--- config.mk ---
export PLATFORM = sky130hd
export DESIGN_NAME = scu_capture_front_end
export DESIGN_NICKNAME = d
export VERILOG_FILES = /design/src/hdl/scu_pkg.sv /design/src/hdl/scu_capture_front_end.sv
export SDC_FILE = /design/constraint.sdc
export NUM_CORES = 1
export LEC_CHECK = 0
export ABC_CLOCK_PERIOD_IN_PS = 3400
export BUFFER_PORTS_ARGS = -buffer_cell sky130_fd_sc_hd__buf_2
export CORE_MARGIN = 10
export CORE_UTILIZATION = 35
export DETAILED_ROUTE_END_ITERATION = 8
export GPL_TIMING_DRIVEN = 0
export PLACE_DENSITY = 0.62
export SYNTH_ARGS = -nofsm -noshare
export SYNTH_HDL_FRONTEND = slang
export SYNTH_SLANG_ARGS = --single-unit
--- constraint.sdc ---
create_clock -name clk_sys -period 3.4 [get_ports clk_sys]
set_input_delay 0 -clock clk_sys [delete_from_list [all_inputs] [get_ports clk_sys]]
set_output_delay 0 -clock clk_sys [all_outputs]
set_load 0.1 [all_outputs]
--- src/hdl/scu_pkg.sv ---
package scu_pkg;

  // register byte offsets
  localparam logic [7:0] SCU_OFS_CTRL_ONE = 8'h00;
  localparam logic [7:0] SCU_OFS_CTRL_TWO = 8'h04;
  localparam logic [7:0] SCU_OFS_STATUS = 8'h08;

  // capture_control_one fields
  localparam int SCU_C1_ENABLE = 0;
  localparam int SCU_C1_EMBEDDED = 1;
  localparam int SCU_C1_FSYNC_LOW = 2;
  localparam int SCU_C1_LSYNC_LOW = 3;
  localparam int SCU_C1_PCK_FALL = 4;
  localparam int SCU_C1_GRAY = 5;
  localparam int SCU_C1_CODEC_ON = 6;
  localparam int SCU_C1_SKIP_LSB = 8;
  localparam int SCU_C1_LDELAY_LSB = 16;
  localparam int SCU_C1_VBLANK_LSB = 24;
  localparam logic [31:0] SCU_C1_RESET = 32'h0000_0000;
  localparam logic [31:0] SCU_C1_MASK = 32'hFFFF_077F;

  // capture_control_two fields
  localparam int SCU_C2_GRAY_PACK = 0;
  localparam int SCU_C2_FMT_LSB = 2;
  localparam int SCU_C2_MCKDIV_LSB = 8;
  localparam logic [31:0] SCU_C2_RESET = 32'h0000_0000;
  localparam logic [31:0] SCU_C2_MASK = 32'h0000_FF0D;

  // status fields
  localparam int SCU_ST_IN_FRAME = 0;
  localparam int SCU_ST_LINE_ON = 1;
  localparam int SCU_ST_CAPTURE = 2;
  localparam int SCU_ST_FCNT_LSB = 16;

  // color stream formats held in capture_control_two
  localparam logic [1:0] SCU_FMT_YCC422 = 2'h0;
  localparam logic [1:0] SCU_FMT_RGB888 = 2'h1;
  localparam logic [1:0] SCU_FMT_RGB565 = 2'h2;

  // embedded timing reference codes
  localparam logic [31:0] SCU_CODE_SAV = 32'hFF00_0080;
  localparam logic [31:0] SCU_CODE_EAV = 32'hFF00_009D;
  localparam logic [2:0] SCU_CODE_BYTES = 3'h4;

  // synchroniser bit positions
  localparam int SCU_SY_PCK = 14;
  localparam int SCU_SY_FS = 13;
  localparam int SCU_SY_LS = 12;
  localparam int SCU_SY_W = 15;

endpackage

--- src/hdl/scu_capture_front_end.sv ---
// Notes on behaviour
// - framing from sync pins or from embedded codes, chosen by a control bit.
// - frame and line sync active levels are programmable.
// - pixel bus is 12 bits; color uses 8-bit samples, gray up to 12.
// - frame start and frame completion events are raised.
// - embedded framing raises an event for every start and end code.
// - color streams in 4:2:2, 8:8:8 or 5:6:5 are accepted as byte streams.
// - color goes to preview always, to codec only while codec enable set.
// - gray pixels with sync framing are stored raw, one or two per word by packing bit; with embedded framing, four bytes per word.
// - codec path is unavailable in gray mode.
// - frame counter captures every frame or one of every N, N 2 to 8.
// - sync framing samples after blank lines, then a pixel clock delay.
// - start code FF000080 marks the head of video data.
// - end code FF00009D marks the tail of video data.
// - only data between the codes is captured; blanking is dropped.
// - embedded framing uses 8 data bits; sync pins unused there.
// - device drives the master clock; sensor returns the pixel clock.
// - data is formatted into words and held before leaving the block.
// - system clock and pixel clock are separate; system clock is faster.
// - gray pixel left-justified in a half word, low half zero if single.
`timescale 1ns/10ps
`default_nettype none

module scu_capture_front_end
  import scu_pkg::*;
(
  input wire logic clk_sys,
  input wire logic rst_n,
  input wire logic [7:0] reg_addr,
  input wire logic [31:0] reg_wdata,
  input wire logic reg_wr,
  input wire logic reg_rd,
  output logic [31:0] reg_rdata,
  input wire logic sensor_pixel_clock_in,
  input wire logic [11:0] sensor_pixel_bus,
  input wire logic frame_sync_in,
  input wire logic line_sync_in,
  output logic sensor_master_clock_out,
  output logic [31:0] preview_data,
  output logic preview_valid,
  output logic [31:0] codec_data,
  output logic codec_valid,
  output logic evt_frame_start,
  output logic evt_frame_done,
  output logic evt_start_code,
  output logic evt_end_code
);

  typedef struct packed {
    logic [SCU_SY_W-1:0] sync_a;
    logic [SCU_SY_W-1:0] sync_b;
    logic pck_prev;
    logic fs_prev;
    logic ls_prev;
    logic [31:0] ctrl_one;
    logic [31:0] ctrl_two;
    logic [31:0] rdata;
    logic [7:0] mck_cnt;
    logic mck;
    logic in_frame;
    logic capture;
    logic [2:0] skip_cnt;
    logic [7:0] blank_cnt;
    logic [7:0] dly_cnt;
    logic line_on;
    logic [31:0] code_sh;
    logic emb_active;
    logic [2:0] code_skip;
    logic [15:0] since_eav;
    logic [15:0] since_sav;
    logic [15:0] line_period;
    logic [31:0] acc;
    logic [1:0] acc_n;
    logic [31:0] prev_word;
    logic prev_ok;
    logic [31:0] codec_word;
    logic codec_ok;
    logic ev_fs;
    logic ev_fd;
    logic ev_sav;
    logic ev_eav;
    logic [15:0] frame_cnt;
  } scu_state_t;

  scu_state_t st;
  scu_state_t next_st;

  logic pix_edge;
  logic fs_act;
  logic ls_act;
  logic push;
  logic [11:0] push_px;
  logic word_done;
  logic [31:0] word;
  logic frame_begin;
  logic [7:0] new_byte;

  function automatic logic active_level(input logic raw, input logic low_active);
    active_level = raw ^ low_active;
  endfunction

  always_comb
  begin
    pix_edge = 1'b0;
    fs_act = 1'b0;
    ls_act = 1'b0;
    push = 1'b0;
    push_px = 12'h000;
    word_done = 1'b0;
    word = 32'h0000_0000;
    frame_begin = 1'b0;
    new_byte = 8'h00;
    next_st = st;
    next_st.sync_a = {sensor_pixel_clock_in, frame_sync_in, line_sync_in, sensor_pixel_bus};
    next_st.sync_b = st.sync_a;
    next_st.pck_prev = st.sync_b[SCU_SY_PCK];
    next_st.ev_fs = 1'b0;
    next_st.ev_fd = 1'b0;
    next_st.ev_sav = 1'b0;
    next_st.ev_eav = 1'b0;
    next_st.prev_ok = 1'b0;
    next_st.codec_ok = 1'b0;
    next_st.rdata = 32'h0000_0000;

    // register port
    if (reg_wr)
    begin
      case (reg_addr)
        SCU_OFS_CTRL_ONE: next_st.ctrl_one = reg_wdata & SCU_C1_MASK;
        SCU_OFS_CTRL_TWO: next_st.ctrl_two = reg_wdata & SCU_C2_MASK;
        default: ;
      endcase
    end
    if (reg_rd)
    begin
      case (reg_addr)
        SCU_OFS_CTRL_ONE: next_st.rdata = st.ctrl_one;
        SCU_OFS_CTRL_TWO: next_st.rdata = st.ctrl_two;
        SCU_OFS_STATUS:
        begin
          next_st.rdata[SCU_ST_IN_FRAME] = st.in_frame;
          next_st.rdata[SCU_ST_LINE_ON] = st.line_on | st.emb_active;
          next_st.rdata[SCU_ST_CAPTURE] = st.capture;
          next_st.rdata[SCU_ST_FCNT_LSB +: 16] = st.frame_cnt;
        end
        default: next_st.rdata = 32'h0000_0000;
      endcase
    end

    // master clock divided from the system clock
    if (st.mck_cnt >= st.ctrl_two[SCU_C2_MCKDIV_LSB +: 8])
    begin
      next_st.mck_cnt = 8'h00;
      next_st.mck = ~st.mck;
    end
    else
      next_st.mck_cnt = st.mck_cnt + 8'h01;

    // pixel clock edge found by sampling on the faster clock
    if (st.ctrl_one[SCU_C1_PCK_FALL])
      pix_edge = st.pck_prev & ~st.sync_b[SCU_SY_PCK];
    else
      pix_edge = ~st.pck_prev & st.sync_b[SCU_SY_PCK];
    fs_act = active_level(st.sync_b[SCU_SY_FS], st.ctrl_one[SCU_C1_FSYNC_LOW]);
    ls_act = active_level(st.sync_b[SCU_SY_LS], st.ctrl_one[SCU_C1_LSYNC_LOW]);
    // embedded codes ride on the low 8 data bits
    new_byte = st.sync_b[7:0];

    if (!st.ctrl_one[SCU_C1_ENABLE])
    begin
      next_st.in_frame = 1'b0;
      next_st.capture = 1'b0;
      next_st.skip_cnt = 3'h0;
      next_st.line_on = 1'b0;
      next_st.emb_active = 1'b0;
      next_st.code_skip = 3'h0;
      next_st.line_period = 16'h0000;
      next_st.acc_n = 2'h0;
    end
    else if (pix_edge && st.ctrl_one[SCU_C1_EMBEDDED])
    begin
      next_st.code_sh = {st.code_sh[23:0], new_byte};
      if (st.since_eav != 16'hFFFF)
        next_st.since_eav = st.since_eav + 16'h0001;
      if (st.since_sav != 16'hFFFF)
        next_st.since_sav = st.since_sav + 16'h0001;
      // emit only bytes after the start code
      if (st.emb_active && st.capture)
      begin
        if (st.code_skip != 3'h0)
          next_st.code_skip = st.code_skip - 3'h1;
        else
        begin
          push = 1'b1;
          push_px = {4'h0, st.code_sh[31:24]};
        end
      end
      if ({st.code_sh[23:0], new_byte} == SCU_CODE_SAV)
      begin
        next_st.ev_sav = 1'b1;
        next_st.emb_active = 1'b1;
        next_st.code_skip = SCU_CODE_BYTES;
        next_st.since_sav = 16'h0000;
        next_st.line_period = st.since_sav;
        // a long gap since the last end code means new frame
        frame_begin = (st.line_period == 16'h0000) || (st.since_eav > st.line_period);
      end
      if ({st.code_sh[23:0], new_byte} == SCU_CODE_EAV)
      begin
        next_st.ev_eav = 1'b1;
        next_st.emb_active = 1'b0;
        next_st.since_eav = 16'h0000;
      end
    end
    else if (pix_edge)
    begin
      next_st.fs_prev = fs_act;
      next_st.ls_prev = ls_act;
      frame_begin = fs_act && !st.fs_prev;
      if (!fs_act && st.fs_prev)
      begin
        if (st.in_frame && st.capture)
          next_st.ev_fd = 1'b1;
        next_st.in_frame = 1'b0;
        next_st.line_on = 1'b0;
      end
      // skip blank lines, then delay pixels
      if (st.in_frame && ls_act && !st.ls_prev)
      begin
        next_st.dly_cnt = 8'h00;
        if (st.blank_cnt < st.ctrl_one[SCU_C1_VBLANK_LSB +: 8])
          next_st.blank_cnt = st.blank_cnt + 8'h01;
        else
          next_st.line_on = 1'b1;
      end
      else if (!ls_act)
        next_st.line_on = 1'b0;
      else if (st.line_on && st.in_frame)
      begin
        if (st.dly_cnt < st.ctrl_one[SCU_C1_LDELAY_LSB +: 8])
          next_st.dly_cnt = st.dly_cnt + 8'h01;
        else if (st.capture)
        begin
          push = 1'b1;
          push_px = st.sync_b[11:0];
        end
      end
    end

    // one frame in every skip+1 is captured
    if (frame_begin)
    begin
      // frame completion at the next frame boundary
      if (st.ctrl_one[SCU_C1_EMBEDDED] && st.in_frame && st.capture)
        next_st.ev_fd = 1'b1;
      next_st.in_frame = 1'b1;
      next_st.blank_cnt = 8'h00;
      next_st.line_on = 1'b0;
      next_st.acc_n = 2'h0;
      next_st.capture = (st.skip_cnt == 3'h0);
      if (st.skip_cnt >= st.ctrl_one[SCU_C1_SKIP_LSB +: 3])
        next_st.skip_cnt = 3'h0;
      else
        next_st.skip_cnt = st.skip_cnt + 3'h1;
      if (st.skip_cnt == 3'h0)
      begin
        next_st.ev_fs = 1'b1;
        next_st.frame_cnt = st.frame_cnt + 16'h0001;
        if (st.ctrl_one[SCU_C1_EMBEDDED])
          next_st.code_skip = SCU_CODE_BYTES;
      end
      else
        next_st.emb_active = st.emb_active & st.ctrl_one[SCU_C1_EMBEDDED];
    end

    // words are assembled and held here
    if (push)
    begin
      if (st.ctrl_one[SCU_C1_GRAY] && !st.ctrl_one[SCU_C1_EMBEDDED])
      begin
        if (st.ctrl_two[SCU_C2_GRAY_PACK])
        begin
          word_done = 1'b1;
          word = {push_px, 4'h0, 16'h0000};
        end
        else if (st.acc_n == 2'h0)
        begin
          next_st.acc = {push_px, 4'h0, 16'h0000};
          next_st.acc_n = 2'h1;
        end
        else
        begin
          word_done = 1'b1;
          word = {st.acc[31:16], push_px, 4'h0};
          next_st.acc_n = 2'h0;
        end
      end
      else
      begin
        // any color format packs as four bytes, byte 0 on top
        next_st.acc = {st.acc[23:0], push_px[7:0]};
        next_st.acc_n = st.acc_n + 2'h1;
        if (st.acc_n == 2'h3)
        begin
          word_done = 1'b1;
          word = {st.acc[23:0], push_px[7:0]};
        end
      end
    end

    if (word_done)
    begin
      next_st.prev_word = word;
      next_st.prev_ok = 1'b1;
      if (st.ctrl_one[SCU_C1_CODEC_ON] && !st.ctrl_one[SCU_C1_GRAY])
      begin
        next_st.codec_word = word;
        next_st.codec_ok = 1'b1;
      end
    end
  end

  always_ff @(posedge clk_sys or negedge rst_n)
  begin
    if (!rst_n)
    begin
      st <= '0;
      st.ctrl_one <= SCU_C1_RESET;
      st.ctrl_two <= SCU_C2_RESET;
    end
    else
      st <= next_st;
  end

  assign reg_rdata = st.rdata;
  assign sensor_master_clock_out = st.mck;
  assign preview_data = st.prev_word;
  assign preview_valid = st.prev_ok;
  assign codec_data = st.codec_word;
  assign codec_valid = st.codec_ok;
  assign evt_frame_start = st.ev_fs;
  assign evt_frame_done = st.ev_fd;
  assign evt_start_code = st.ev_sav;
  assign evt_end_code = st.ev_eav;

endmodule

`default_nettype wire

=== Yosys cells after proc, flatten, opt, wreduce, memory -nomap -nowiden ===
Cells that the tools add are included.

* Bitwise operators: 10
* Reduce and logical (&&, ||, !) cells: 46
* $lt $le $gt $ge: 5
* Add/subtract/negate cells: 9
* Equality and inequality tests: 16
* Multiplexer cells: 96

{| class="wikitable"
|+ Operators by type and width
! cell !! count
|-
| two-way mux 32 bit || 8
|-
| two-way mux 34 bit || 3
|-
| two-way mux 12 bit || 8
|-
| two-way mux 16 bit || 5
|-
| == test 32 bit, second input constant || 2
|-
| two-way mux 8 bit || 8
|-
| two-way mux 52 bit || 1
|-
| adder 16 x 1 -> 16 bit, second input constant || 3
|-
| two-way mux 1 bit || 40
|-
| two-way mux 17 bit || 2
|-
| two-way mux 33 bit || 1
|-
| inequality test 16 bit, second input constant || 2
|-
| one-hot mux 16 bit (2 select lines) || 1
|-
| one-hot mux 13 bit (2 select lines) || 1
|-
| adder 8 x 1 -> 8 bit, second input constant || 3
|-
| two-way mux 3 bit || 6
|-
| nonzero test 2 bit || 9
|-
| > comparator 16 bit || 1
|-
| logical NOT 16 bit || 1
|-
| < comparator 8 bit || 2
|-
| two-way mux 4 bit || 4
|-
| AND reduction 3 bit || 5
|-
| AND reduction 2 bit || 7
|-
| two-way mux 13 bit || 1
|-
| 28 further kinds || 58
|}

* Flip-flop bits (word level): 337
* Input bits: 59
* Output and inout bits: 103
* Word-level logic and storage cells: 215

=== Logic depth before layout (Yosys ltp) ===
* Depth after elaboration: 14
* Depth in mapped cells: 10
* Gate-level depth less buffers: 8

=== Worst setup path after synthesis ===
Ideal clock, no wire load.

* Kind: reg2reg
* Start point: register st[183] (netlist bit)
* End point: register st[171] (netlist bit)
* Clock period less this slack: 2544 ps
* Arrival time: 2411 ps
* Data required time: 3267 ps
* Path buffers: 2
* Setup slack: 856 ps
* Setup time: 133 ps
* Stages on the path, launching flop included: 9
* Cell sequence: dfrtp_1 or4_4 nor4_4 nand3_2 a311o_1 buf_6 buf_2 o221ai_1 o31ai_1

{| class="wikitable"
|+ RTL lines
! what !! RTL line !! source
|-
| from (decl) || scu_capture_front_end.sv:85 || <nowiki>scu_state_t st;</nowiki>
|-
| from (signal assigned) || scu_capture_front_end.sv:332 || <nowiki>st <= next_st;</nowiki>
|}

=== Worst setup path after layout ===
* Start point: register st[182] (netlist bit)
* End point: register st[148] (netlist bit)

* Cells in the longest elaborated chain, start to end: 3
* Elaborated cells on any way between the ends: 4
* Classes of those cells: 1 x eq/ne; 1 x mux; 2 x reduce/logical

{| class="wikitable"
|+ Ends and longest elaborated chain
! what !! RTL line !! source
|-
| == test 32 bit * || scu_capture_front_end.sv:198 || <nowiki>if ({st.code_sh[23:0], new_byte} == SCU_CODE_SAV)</nowiki>
|-
| nonzero test 2 bit (no source line) || - ||
|-
| AND reduction 3 bit (no source line) || - ||
|}

Mark *: on every way between the ends. The rest lies on a longest branch, timed or not. The select of a mux whose other input is x is not followed.
A chain may end at the register's enable or synchronous reset.

==> flow_summary.json <==
{
  "run_status": "finished clean",
  "synth.distinct_cells": 75,
  "rows": 78,
  "power_density_nw_per_um2": 466,
  "via_per_inst": 5.09,
  "grt_pass1_vias": 12800,
  "ys_async_sr_fraction_pct": 100,
  "htree_levels": 2,
  "maxCapViolCount": 0,
  "cts_num_sinks": 336,
  "globalRouteOverflowTotal": 0,
  "final_cell_mix": "dfrtp_1 (336), nand2_1 (288), buf_2 (170)",
  "num-fill-cells": 4422,
  "period_needed_ps": 3130,
  "synth-seq-cells": 336,
  "final-setup-viol-count": 0,
  "die_w_um": 236,
  "dpl-instance-area_um2": 17900,
  "ys.flop_type": "dfrtp_1",
  "final_nets": 1984,
  "layout_commonest_cell": "dfrtp_1",
  "fin_skew_ps": 19.4,
  "crit_type": "reg2reg",
  "hp-class": "in2async",
  "worst_pin_slew_ps": 1360,
  "first_iter_violations": 959,
  "grt_max_degree": 123,
  "area_growth_pct": 20.9,
  "rsz0062_at_grt": "false",
  "dp.final_hpwl_um": 31700,
  "numPortBuffers": 157,
  "syn_nets": 1732,
  "yosys_warnings": 0,
  "ant_nets": 0,
  "die_area_um2": 55500,
  "synth.largest_area_cell": "dfrtp_1",
  "drive_above_1_share_pct": 20.6,
  "drcViolationCount": 0,
  "fin_total_pwr_w": 0.00917,
  "path_max_fanout": 10,
  "grt.total_usage_pct": 15.4,
  "cts_buffers": 38,
  "ir_worst_vdd_v": 0.000351,
  "yosys.area.top_type_share_pct": 51.7,
  "vias": 12700,
  "ys_seq_area_share_pct": 51.7,
  "drt-total-wl_um": 43700,
  "worstSetupEndpointType": "flop",
  "synth_area_leaders": "dfrtp_1 (52%), nand2_1 (6.6%), buf_4 (4.5%)",
  "synth_edf_count": 0,
  "clk_latency_ps": 560,
  "hold_slack_ps": 68.5,
  "syn_avg_cell_area_um2": 10.0,
  "slew_viol_final": 0,
  "ioPinCount": 162,
  "start_util_pct": 35.6,
  "leakage_nw": 9.56,
  "die_h_um": 236,
  "place.gp.congestion": 0.920,
  "finalHoldViolCount": 0,
  "postSynthCellCount": 1620,
  "cts_root_buf": "clkbuf_16",
  "grt_pass1_wl_um": 70400,
  "syn_area_um2": 16300,
  "setup_tns_ps": 0,
  "crit_required_ps": 3820,
  "post_cts_buffers": 0,
  "tritoncts": "built",
  "maxSlewHeadroom_pct": 6.97,
  "worstPathArrival_ps": 3550,
  "finalInstanceArea_um2": 19700,
  "fmax_mhz": 319,
  "antenna_found_initial": 0,
  "startpoint_type": "flop",
  "cts.clk_slew.worst_paths_ps": 60,
  "post_drt_wl_per_cell_um": 17.5,
  "core_um2": 45700,
  "cts.path.max_buffers": 3,
  "fin_crit_sh_pct": 92.1,
  "cts_resized": 0,
  "drt_pass1_iterations": 7
}
[per-stage QoR]
stage	worst slack, ps	cells	util [%]
2_1_floorplan	856	1620	-
3_3_place_gp	-4210	2377	39.0
3_5_place_dp	197	2379	39.1
4_1_cts	202	2498	43.1
5_1_grt	5.01	2498	43.1
6_report	270	2499	43.1
[registers in the layout, indices dropped and copies added, names as in the netlist]
signal,flops
st,210
codec_data,32
preview_data,32
reg_rdata,31
next_st,16
new_byte,8
codec_valid,1
evt_end_code,1
evt_frame_done,1
evt_frame_start,1
evt_start_code,1
preview_valid,1
sensor_master_clock_out,1
[cell usage after synthesis (20+ instances only)]
| cell type | number |
|---|---|
| nor2_1 | 90 |
| nor3_1 | 21 |
| o31ai_1 | 28 |
| nand3_1 | 54 |
| clkbuf_1 | 58 |
| xnor2_1 | 23 |
| ha_1 | 53 |
| a21oi_1 | 50 |
| dfrtp_1 | 336 |
| and3_1 | 20 |
| a32oi_1 | 26 |
| inv_1 | 70 |
| buf_4 | 97 |
| mux2i_1 | 25 |
| nand4_1 | 33 |
| o21ai_0 | 62 |
| xor2_1 | 31 |
| mux2_2 | 35 |
| nand2_1 | 288 |
[metal layers]
layer / GRT usage (%) / up-vias / wire length [um]
met5: 0 / - / 0
met4: 4.53 / 0 / 958
met3: 3.19 / 72 / 2450
met2: 24.5 / 329 / 20200
met1: 20.7 / 6258 / 20100
li1: - / 6061 / -
[timing repair]
item,in CTS,in global routing
hold endpoints to repair,155,0
setup endpoints to repair,0,5
hold buffers,53,0
[path summary, 6_finish.rpt]
| path | startpoint | end | slack [ps] | cells after the start |
|---|---|---|---|---|
| max | st[182]$_DFFE_PN0P_ | st[148]$_DFFE_PN0P_ | 270 | 7 |
| min | rst_n | next_st[339]$_DFF_PN0_ | 70 | 2 |
| max reg2reg | st[182]$_DFFE_PN0P_ | st[148]$_DFFE_PN0P_ | 270 | 7 |
| min reg2reg | next_st[334]$_DFF_PN0_ | new_byte[0]$_DFF_PN0_ | 350 | 0 |
| max in group asynchronous | rst_n | reg_rdata[26]$_DFF_PN0_ | 2130 | 3 |
| min in group clk_sys | sensor_pixel_bus[0] | next_st[334]$_DFF_PN0_ | 100 | 2 |
[cell families after synthesis]
| logic type | after synthesis | share of synthesized area (%) |
|---|---|---|
| flip-flops | 336 | 51.7 |
| buffers and inverters | 245 | 8.05 |
| XOR/XNOR | 54 | 2.91 |
| adder cells (fa/ha/maj) | 53 | 4.08 |
| AO/OA/AOI/OAI | 275 | 12.1 |
| other | 1 | 0.0230 |
| multiplexers | 60 | 3.96 |
| AND/OR/NAND/NOR | 596 | 17.2 |
[area by class of cell]
cell class	instances	area, um2	area share (%)
sequential	336	8410	42.7
multi-input combinational	1039	6550	33.3
timing repair buffer	212	1380	7.02
clock buffer	52	1120	5.68
buffer	175	1050	5.32
tap	600	751	3.82
inverter	70	263	1.34
clock inverter	14	154	0.782
antenna	1	2.50	0.0127
[where the power goes]
group	switching (W)	internal [W]	leakage (nW)	total, W
clock	0.00165	0.00253	0.627	0.00417
combinational	0.000434	0.000278	4.42	0.000712
sequential	0.000142	0.00414	4.52	0.00428
[worst max-delay path, cell delays in order (launching register included)]
cell and delay (ps):
dfrtp_1 410, or4_4 550, or2_2 330, nor4_1 880, and3_1 270, clkbuf_1 210
buf_2 270, nor2_1 80
(Power assumes the default switching activity.)
